**src/pkg/pstrap_pkg.sv**
```systemverilog
//////////////////////////////////////////////////////////////////////////////
// Purpose: Shared constants and types for the port strap and interrupt pin block
// Assumes: Single 25 MHz clock domain
// Notes:   Two strapped ports; the third port has no strap
//////////////////////////////////////////////////////////////////////////////
package pstrap_pkg;
	localparam int unsigned STRAP_PORTS   = 2;
	localparam int unsigned SYNC_STAGES   = 2;
	localparam logic        IRQ_SEL_GEN   = 1'b0;
	localparam logic        IRQ_SEL_SUSP  = 1'b1;
	localparam logic [1:0]  STRAP_RST_VAL = 2'h0;

	typedef enum logic [1:0] {
		PSTRAP_ST_STANDBY,
		PSTRAP_ST_CAPTURE,
		PSTRAP_ST_RUN
	} pstrap_state_t;
endpackage : pstrap_pkg

```
**src/pkg/pstrap_sync_if.sv**
```systemverilog
//////////////////////////////////////////////////////////////////////////////
// Purpose: Carries one synchroniser's raw input and its settled output
// Assumes: Same clock on both ends
// Notes:   Raw side comes from pins; settled side feeds the main logic
//////////////////////////////////////////////////////////////////////////////
interface pstrap_sync_if #(
	parameter int unsigned WIDTH = 1
);
	logic [WIDTH-1:0] raw;
	logic [WIDTH-1:0] settled;

	modport sync (input raw, output settled);
	modport user (output raw, input settled);
endinterface : pstrap_sync_if

```
**src/hw/pstrap_sync.sv**
```systemverilog
//////////////////////////////////////////////////////////////////////////////
// Purpose: Two-stage synchroniser for a bundle of pin levels
// Assumes: Inputs are asynchronous to ref_clk_i
// Notes:   First stage feeds only the second stage
//////////////////////////////////////////////////////////////////////////////
module pstrap_sync
	import pstrap_pkg::*;
#(
	parameter int unsigned WIDTH = 1
) (
	input  wire logic    ref_clk_i,
	pstrap_sync_if.sync  port_if
);
	typedef struct packed {
		logic [WIDTH-1:0] meta;
		logic [WIDTH-1:0] stable;
	} pstrap_sync_st_t;

	pstrap_sync_st_t st_reg;
	pstrap_sync_st_t st_next;

	always_comb begin
		st_next.meta   = port_if.raw;
		st_next.stable = st_reg.meta;
	end

	// No reset: the stages keep tracking the straps while reset is held,
	// otherwise the capture at release would only see cleared stages
	always_ff @(posedge ref_clk_i) begin
		st_reg <= st_next;
	end

	assign port_if.settled = st_reg.stable;
endmodule : pstrap_sync

```
**src/hw/pstrap_top.sv**
```systemverilog
//////////////////////////////////////////////////////////////////////////////
// Purpose: Samples port-disable straps at reset release, drives the
//          open-drain interrupt pin in general or suspend mode
// Assumes: rst_i is the active-high, already synchronised form of the
//          device reset; status and hub state inputs are on ref_clk_i
// Notes:   Straps are taken two edges after release, once the pin synchroniser
//          has filled; events before the run state are dropped.
//          The pending flag keeps tracking in suspend mode.
//////////////////////////////////////////////////////////////////////////////
module pstrap_top
	import pstrap_pkg::*;
#(
	parameter int unsigned NPORTS = STRAP_PORTS
) (
	input  wire logic              ref_clk_i,
	input  wire logic              rst_i,
	input  wire logic [NPORTS-1:0] downstream_plus_pin_i,
	input  wire logic [NPORTS-1:0] downstream_minus_pin_i,
	input  wire logic              irq_function_select_i,
	input  wire logic              status_update_i,
	input  wire logic              status_irq_enabled_i,
	input  wire logic              irq_status_write_i,
	input  wire logic              hub_configured_i,
	input  wire logic              hub_suspended_i,
	output logic [NPORTS-1:0]      port_disable_o,
	output logic                   port3_disable_o,
	output logic                   standby_o,
	output logic                   irq_pin_o,
	output logic                   irq_pin_oe_o
);
	typedef struct packed {
		pstrap_state_t     state;
		logic [NPORTS-1:0] disable_bits;
		logic              irq_pending;
		logic              irq_low;
	} pstrap_st_t;

	pstrap_st_t st_reg;
	pstrap_st_t st_next;

	////////////////////////////////////////////////////////////////////////////
	// Strap pin synchroniser
	////////////////////////////////////////////////////////////////////////////
	// Both pins of each port cross together; only their AND is ever used
	pstrap_sync_if #(.WIDTH(2 * NPORTS)) pin_if ();

	assign pin_if.raw = {downstream_minus_pin_i, downstream_plus_pin_i};

	pstrap_sync #(
		.WIDTH (2 * NPORTS)
	) u_pin_sync (
		.ref_clk_i (ref_clk_i),
		.port_if   (pin_if)
	);

	////////////////////////////////////////////////////////////////////////////
	// Settled pins and hub state
	////////////////////////////////////////////////////////////////////////////
	logic [NPORTS-1:0] plus_s;
	logic [NPORTS-1:0] minus_s;
	logic              susp_low;

	assign plus_s  = pin_if.settled[NPORTS-1:0];
	assign minus_s = pin_if.settled[2*NPORTS-1:NPORTS];
	// Unconfigured, or configured but suspended, pulls the line low
	assign susp_low = !hub_configured_i || hub_suspended_i;

	////////////////////////////////////////////////////////////////////////////
	// Next state
	////////////////////////////////////////////////////////////////////////////
	always_comb begin
		st_next = st_reg;
		unique case (st_reg.state)
			PSTRAP_ST_STANDBY: begin
				// Standby lasts one edge; the unreset synchroniser already holds settled pins
				st_next.state = PSTRAP_ST_CAPTURE;
			end
			PSTRAP_ST_CAPTURE: begin
				st_next.state        = PSTRAP_ST_RUN;
				st_next.disable_bits = plus_s & minus_s;
			end
			PSTRAP_ST_RUN: begin
				// Only a new reset leaves the run state, so straps are taken once
				st_next.state = PSTRAP_ST_RUN;
			end
			default: begin
				// The fourth code of the state type is unused; recover via standby
				st_next.state = PSTRAP_ST_STANDBY;
			end
		endcase
		// Events outside the run state are dropped
		if (st_reg.state == PSTRAP_ST_RUN) begin
			// Set wins over a host clear in the same cycle
			if (status_update_i && status_irq_enabled_i) begin
				st_next.irq_pending = 1'b1;
			end else if (irq_status_write_i) begin
				st_next.irq_pending = 1'b0;
			end
			// The flag counts in either mode; the select only picks what shows
			if (irq_function_select_i == IRQ_SEL_SUSP) begin
				st_next.irq_low = susp_low;
			end else begin
				st_next.irq_low = st_next.irq_pending;
			end
		end
	end

	always_ff @(posedge ref_clk_i) begin
		if (rst_i) begin
			// Standby: straps cleared, line released
			st_reg.state        <= PSTRAP_ST_STANDBY;
			st_reg.disable_bits <= STRAP_RST_VAL[NPORTS-1:0];
			st_reg.irq_pending  <= 1'b0;
			st_reg.irq_low      <= 1'b0;
		end else begin
			st_reg <= st_next;
		end
	end

	////////////////////////////////////////////////////////////////////////////
	// Outputs
	////////////////////////////////////////////////////////////////////////////
	assign port_disable_o  = st_reg.disable_bits;
	assign port3_disable_o = 1'b0;
	assign standby_o       = (st_reg.state == PSTRAP_ST_STANDBY);
	// Open drain: data is always low, only the enable moves
	assign irq_pin_o       = 1'b0;
	assign irq_pin_oe_o    = st_reg.irq_low;

	////////////////////////////////////////////////////////////////////////////
	// Checks
	////////////////////////////////////////////////////////////////////////////
	// Reset and standby
	chk_reset_idle: assert property (
		@(posedge ref_clk_i) rst_i |=> standby_o && !irq_pin_oe_o && port_disable_o == '0)
		else $error("reset did not leave the block idle");

	chk_standby_release: assert property (
		@(posedge ref_clk_i) rst_i ##1 !rst_i |-> standby_o && !irq_pin_oe_o ##1 !standby_o)
		else $error("standby sequence wrong");

	chk_standby_straps: assert property (
		@(posedge ref_clk_i) disable iff (rst_i) standby_o |-> port_disable_o == '0)
		else $error("straps set during standby");

	chk_oe_run_only: assert property (
		@(posedge ref_clk_i) disable iff (rst_i)
		st_reg.state != PSTRAP_ST_RUN |-> !irq_pin_oe_o)
		else $error("interrupt line pulled outside the run state");

	// Straps
	chk_capture_next: assert property (
		@(posedge ref_clk_i) disable iff (rst_i)
		st_reg.state == PSTRAP_ST_STANDBY |=> st_reg.state == PSTRAP_ST_CAPTURE)
		else $error("capture did not follow standby");

	chk_strap_both_high: assert property (
		@(posedge ref_clk_i) disable iff (rst_i)
		st_reg.state == PSTRAP_ST_CAPTURE |=> port_disable_o == $past(plus_s & minus_s))
		else $error("strap capture mismatch");

	chk_strap_held: assert property (
		@(posedge ref_clk_i) disable iff (rst_i)
		st_reg.state == PSTRAP_ST_RUN |=> $stable(port_disable_o))
		else $error("strap changed after capture");

	chk_capture_once: assert property (
		@(posedge ref_clk_i) disable iff (rst_i)
		st_reg.state == PSTRAP_ST_RUN |=> st_reg.state == PSTRAP_ST_RUN)
		else $error("run state left without reset");

	chk_port3_never: assert property (
		@(posedge ref_clk_i) !port3_disable_o)
		else $error("port 3 disabled");

	// General interrupt signalling
	chk_irq_gen_fall: assert property (
		@(posedge ref_clk_i) disable iff (rst_i)
		st_reg.state == PSTRAP_ST_RUN && irq_function_select_i == IRQ_SEL_GEN
		&& status_update_i && status_irq_enabled_i |=> irq_pin_oe_o)
		else $error("general irq did not fall");

	chk_irq_gen_quiet: assert property (
		@(posedge ref_clk_i) disable iff (rst_i)
		!irq_pin_oe_o && irq_function_select_i == IRQ_SEL_GEN && $stable(irq_function_select_i)
		&& !(status_update_i && status_irq_enabled_i) |=> !irq_pin_oe_o)
		else $error("general irq fell with no enabled update");

	chk_irq_gen_hold: assert property (
		@(posedge ref_clk_i) disable iff (rst_i)
		irq_pin_oe_o && irq_function_select_i == IRQ_SEL_GEN
		&& $stable(irq_function_select_i) && !irq_status_write_i |=> irq_pin_oe_o)
		else $error("general irq released without host update");

	chk_irq_gen_clear: assert property (
		@(posedge ref_clk_i) disable iff (rst_i)
		st_reg.state == PSTRAP_ST_RUN && irq_function_select_i == IRQ_SEL_GEN
		&& irq_status_write_i && !status_update_i |=> !irq_pin_oe_o)
		else $error("general irq not released");

	chk_irq_set_wins: assert property (
		@(posedge ref_clk_i) disable iff (rst_i)
		st_reg.state == PSTRAP_ST_RUN && irq_function_select_i == IRQ_SEL_GEN
		&& status_update_i && status_irq_enabled_i && irq_status_write_i |=> irq_pin_oe_o)
		else $error("host clear beat a new event");

	chk_pending_in_susp: assert property (
		@(posedge ref_clk_i) disable iff (rst_i)
		st_reg.state == PSTRAP_ST_RUN && irq_function_select_i == IRQ_SEL_SUSP
		&& status_update_i && status_irq_enabled_i |=> st_reg.irq_pending)
		else $error("event lost in suspend mode");

	// Suspend-state signalling
	chk_irq_susp_low: assert property (
		@(posedge ref_clk_i) disable iff (rst_i)
		st_reg.state == PSTRAP_ST_RUN && irq_function_select_i == IRQ_SEL_SUSP
		&& susp_low |=> irq_pin_oe_o)
		else $error("suspend irq not low");

	chk_irq_susp_high: assert property (
		@(posedge ref_clk_i) disable iff (rst_i)
		st_reg.state == PSTRAP_ST_RUN && irq_function_select_i == IRQ_SEL_SUSP
		&& hub_configured_i && !hub_suspended_i |=> !irq_pin_oe_o)
		else $error("suspend irq not released");

	// Open-drain pin
	chk_never_high: assert property (
		@(posedge ref_clk_i) irq_pin_o == 1'b0)
		else $error("interrupt pin driven high");
endmodule : pstrap_top

```
**config.mk**
```make
export PLATFORM = sky130hd
export DESIGN_NAME = pstrap_top
export DESIGN_NICKNAME = d
export VERILOG_FILES = /design/src/pkg/pstrap_pkg.sv /design/src/pkg/pstrap_sync_if.sv /design/src/hw/pstrap_sync.sv /design/src/hw/pstrap_top.sv
export SDC_FILE = /design/constraint.sdc
export NUM_CORES = 1
export LEC_CHECK = 0
export ABC_AREA = 1
export BUFFER_PORTS_ARGS = -buffer_cell sky130_fd_sc_hd__buf_2
export CORE_AREA = 2 2 39 41
export CTS_CLUSTER_SIZE = 8
export DETAILED_ROUTE_END_ITERATION = 6
export DIE_AREA = 0 0 41 43
export PLACE_DENSITY_LB_ADDON = 0.3
export RECOVER_POWER = 50
export SETUP_SLACK_MARGIN = 0.05
export SLEW_MARGIN = 5
export SYNTH_ARGS = -nofsm -noshare
export SYNTH_HDL_FRONTEND = slang
export SYNTH_HIERARCHICAL = 1
export SYNTH_SLANG_ARGS = --single-unit
```
**constraint.sdc**
```tcl
create_clock -name ref_clk_i -period 0.87 [get_ports ref_clk_i]
set_input_delay 0.174 -clock ref_clk_i [delete_from_list [all_inputs] [get_ports ref_clk_i]]
set_output_delay 0.174 -clock ref_clk_i [all_outputs]
set_load 0.02 [all_outputs]
```
==> impl.org <==
** Outcome
- The flow ran to the end, but the final reports show violations.
- The final reports fail on negative setup slack.

** Global routing
- Entering global routing, the biggest net connects 9 pins.
- Vias in the first global route :: 367
- Wire length of the first global-routing pass :: 1242 um
- The initial antenna violation count is 0.
- In the global route stage, met2 resource usage came out at 16.88%.
- Met1 capacity usage during global routing :: 9.967%
- Global routing finished with a remaining overflow of 0.
- Total GRT Usage :: 11.26%
- Global routing consumed, on the met3 layer, about 4.7% of the routing resources.
- Most congested layer reported by global routing :: met2

** Die
- The floorplan step set the die width to 41 um.
- The die is 43 um tall.
- Initial Util :: 34.18%
- Core area :: ~1400 um^2
- 18 I/O pins were placed.
- The die covers 1763 um^2.
- Row generation in the floorplan step produced 14 rows.

** Yosys
- After technology mapping, the gate count stands at 51.
- Counting flops and latches in the post-synthesis netlist gives 14.
- Synth warn :: 6
- Average cell area after synthesis :: 9.274 um^2
- Top area cells in the synthesized netlist :: sky130_fd_sc_hd__dfxtp_1, sky130_fd_sc_hd__ha_1, sky130_fd_sc_hd__buf_4, sky130_fd_sc_hd__inv_1, sky130_fd_sc_hd__nand2_1
- After synthesis, flip-flops and latches occupy approximately 60% of the total area.
- The cell area that synthesis handed to floorplanning was 473.0 um^2.
- The netlist uses 13 different library cells.
- Of the post-synthesis cell area, the dominant cell type holds between 50% and 60%.
- Top cell type by total area after synthesis :: sky130_fd_sc_hd__dfxtp_1

** Detailed routing
- Routed vias/inst :: between 4 and 5
- The first routing iteration left 2 violations.
- DR DRC count :: 0
- Wires add up to about 860 um.
- Detailed-routing iteration count for the pre-antenna-repair pass :: 2
- For this block, the via count after detailed routing is 396.
- DR WL/cell :: 9.042 um
- Number of nets still failing antenna checks after routing :: 0

** STA
- Setup violations remaining at the end of the flow were counted as 9.
- The clock arrives with 2.614 ps of skew.
- Number of failing hold endpoints at the final stage :: 0
- Pins Over Slew Limit :: 0
- Based on the critical path, the design can be clocked at up to 889.3 MHz.
- Worst setup margin :: -254.5 ps
- Setup repair after global routing could not meet its margin everywhere.
- Hold timing on the final database bottoms out at a slack of 80.38 ps.
- Period minus WS final :: 1125 ps
- Final period utilization :: 129.3%

** Hold path
- In this run the most critical hold path is launched from rst_i.
- Path category of the worst min-delay check :: in2reg

** Critical path
- Critical Path Sink Type :: output pin
- The worst register-to-register path has a setup slack of -180 ps.
- At the worst endpoint, the required time is 700 ps.
- By startpoint and endpoint, the worst setup path is classified as reg2out.
- Worst reg2reg path startpoint :: st_reg[4]
- The critical path starts at st_reg[4].
- Data arrival time of the worst path :: around 950 ps
- In this run the worst path has a maximum fanout of 2.
- STA classifies the critical path startpoint as a flip-flop.

** Layout
- The net count of the finished layout is 95.
- In the final layout, the share of cells above drive strength 1 is 58.23%.
- Relative to the synthesized area, the layout overhead comes to 62.96%.
- Excluding fillers, the count of instances in the completed layout stands at 95.
- The repair_antennas step left the layout with diodes totalling 0.
- Measured on the finished design, the core utilization comes to 55.70%.
- Post-route design area :: just under 800 um^2

** CTS
- Clock root cell :: sky130_fd_sc_hd__clkbuf_4
- For the worst-skew pair, the clock arrives at the later sink with an insertion delay of approximately 270 ps.
- In this run the number of H-tree levels came out at 1.
- After clock tree synthesis, the clock-pin slew on the worst setup and hold paths is roughly 80 ps.
- TritonCTS clock tree :: built
- The number of clock buffers added by TritonCTS is 3.
- Clock Sinks :: 14
- CTS max path bufs :: 2

** Power
- Proportion of power drawn by flip-flops and latches :: 43.0%
- VDD sags by at most 1.140 mV.
- Sw Pwr :: ~0.00048 W
- In this run, the combinational gates consume approximately 31% of the power.
- The clock network is responsible for 26.2% of the overall power.
- Cell Int Power :: 0.001280 W
- Power Dens Cells :: roughly 2300 nW/um^2
- P_leak :: 0.3739 nW
- Of the total power, the share spent switching nets is 27.27%.

** Place
- After detailed placement, the design holds a cell count of 79.
- After legalization and detailed placement, the total HPWL measured 485.3 um.
- Placed instance area :: 561.8 um^2
- The congestion estimate from routability-driven global placement came to 0.5970.
- In this run the tool buffered the top-level ports with 15 buffer cells.

** Job
- Across the run, the number of max-cap violations was 0.
==> power by group through the flow <==
stage          sequential (W)  combinational, W  clock [W]
6_report             0.000757          0.000542   0.000461
5_1_grt              0.000766          0.000588   0.000500
4_1_cts              0.000755          0.000413   0.000481
3_5_place_dp         0.000763          0.000267          0
3_3_place_gp         0.000762          0.000262          0
2_1_floorplan        0.000767          0.000211          0
==> cells in the mapped netlist <==
master and instances:
sky130_fd_sc_hd__nor2_1 5, sky130_fd_sc_hd__ha_1 3, sky130_fd_sc_hd__o21ai_0 3, sky130_fd_sc_hd__and3_1 1, sky130_fd_sc_hd__nand2_1 7, sky130_fd_sc_hd__conb_1 1, sky130_fd_sc_hd__a21oi_1 2, sky130_fd_sc_hd__dfxtp_1 14
sky130_fd_sc_hd__o21ai_1 1, sky130_fd_sc_hd__buf_4 4, sky130_fd_sc_hd__inv_2 1, sky130_fd_sc_hd__inv_1 8, sky130_fd_sc_hd__nand4_1 1
==> cell type report <==
type                    instances  area [um^2]
fillers                       130        613.1
flip-flops and latches         14        286.5
repair buffers                 27        203.9
multi-input cells              25        190.2
clock buffers                   4        36.28
inverters                       9        33.78
well taps                      16        20.02
==> per-layer routing <==
metal | vias to the layer above | wire length, um
met3 | 0 | 39
met4 | 0 | 0
li1 | 204 | -
met2 | 9 | 497
met5 | - | 0
met1 | 183 | 322
==> cell families (layout without fill, tap and decap cells) <==
| group | after synthesis | after routing | synth area share, % |
|---|---|---|---|
| flip-flops | 14 | 14 | 59.26 |
| other | 1 | 2 | 0.7929 |
| adder cells (fa/ha/maj) | 3 | 3 | 7.937 |
| buffers and inverters | 13 | 40 | 13.49 |
| AND/OR/NAND/NOR | 14 | 14 | 12.17 |
| AO/OA/AOI/OAI | 6 | 6 | 6.347 |
==> worst max-delay path, stage by stage (launching register included) <==
cell	delay, ps
sky130_fd_sc_hd__dfxtp_2	340
sky130_fd_sc_hd__inv_2	50
sky130_fd_sc_hd__ha_4	160
sky130_fd_sc_hd__buf_6	120
==> worst paths after layout <==
path	to	cells past startpoint
setup / recovery	standby_o	3
hold / removal	st_reg[5]	2
setup reg to reg	irq_pin_oe_o	7
hold reg to reg	u_pin_sync/port_if.settled[3]	0
==> timing repair <==
action | CTS | global route
setup buffers | 4 | 4
hold buffers | 4 | 0
pin swaps | 1 | 4
resized for setup | 15 | 9
setup endpoints to repair | 9 | 10
endpoints found under the hold margin | 4 | 0
==> placed cells by master, fill, tap and decap left out <==
cell type and instances:
sky130_fd_sc_hd__buf_2 11, sky130_fd_sc_hd__ha_4 3, sky130_fd_sc_hd__clkbuf_8 1, sky130_fd_sc_hd__conb_1 2, sky130_fd_sc_hd__dfxtp_2 5, sky130_fd_sc_hd__inv_2 5, sky130_fd_sc_hd__dlygate4sd3_1 4, sky130_fd_sc_hd__buf_4 7
sky130_fd_sc_hd__o21ai_2 4, sky130_fd_sc_hd__nand2_1 6, sky130_fd_sc_hd__buf_6 5, sky130_fd_sc_hd__clkbuf_4 3, sky130_fd_sc_hd__dfxtp_1 9, sky130_fd_sc_hd__nor2_2 1, sky130_fd_sc_hd__nand4_1 1, sky130_fd_sc_hd__and3_1 1
sky130_fd_sc_hd__nand2_2 1, sky130_fd_sc_hd__a21oi_1 2, sky130_fd_sc_hd__nor2_1 4, sky130_fd_sc_hd__inv_1 4
==> metrics by stage <==
step | setup slack, ps | total power, W | setup TNS (ps)
6_report | -254.5 | 0.001760 | -882.0
4_1_cts | -253.9 | 0.001648 | -838.6
3_5_place_dp | -40.93 | 0.001030 | -98.98
2_1_floorplan | 15.93 | 0.0009778 | 0
5_1_grt | -295.8 | 0.001854 | -1244
3_3_place_gp | -29.35 | 0.001024 | -57.95
Power figures use the tool's default switching activity.
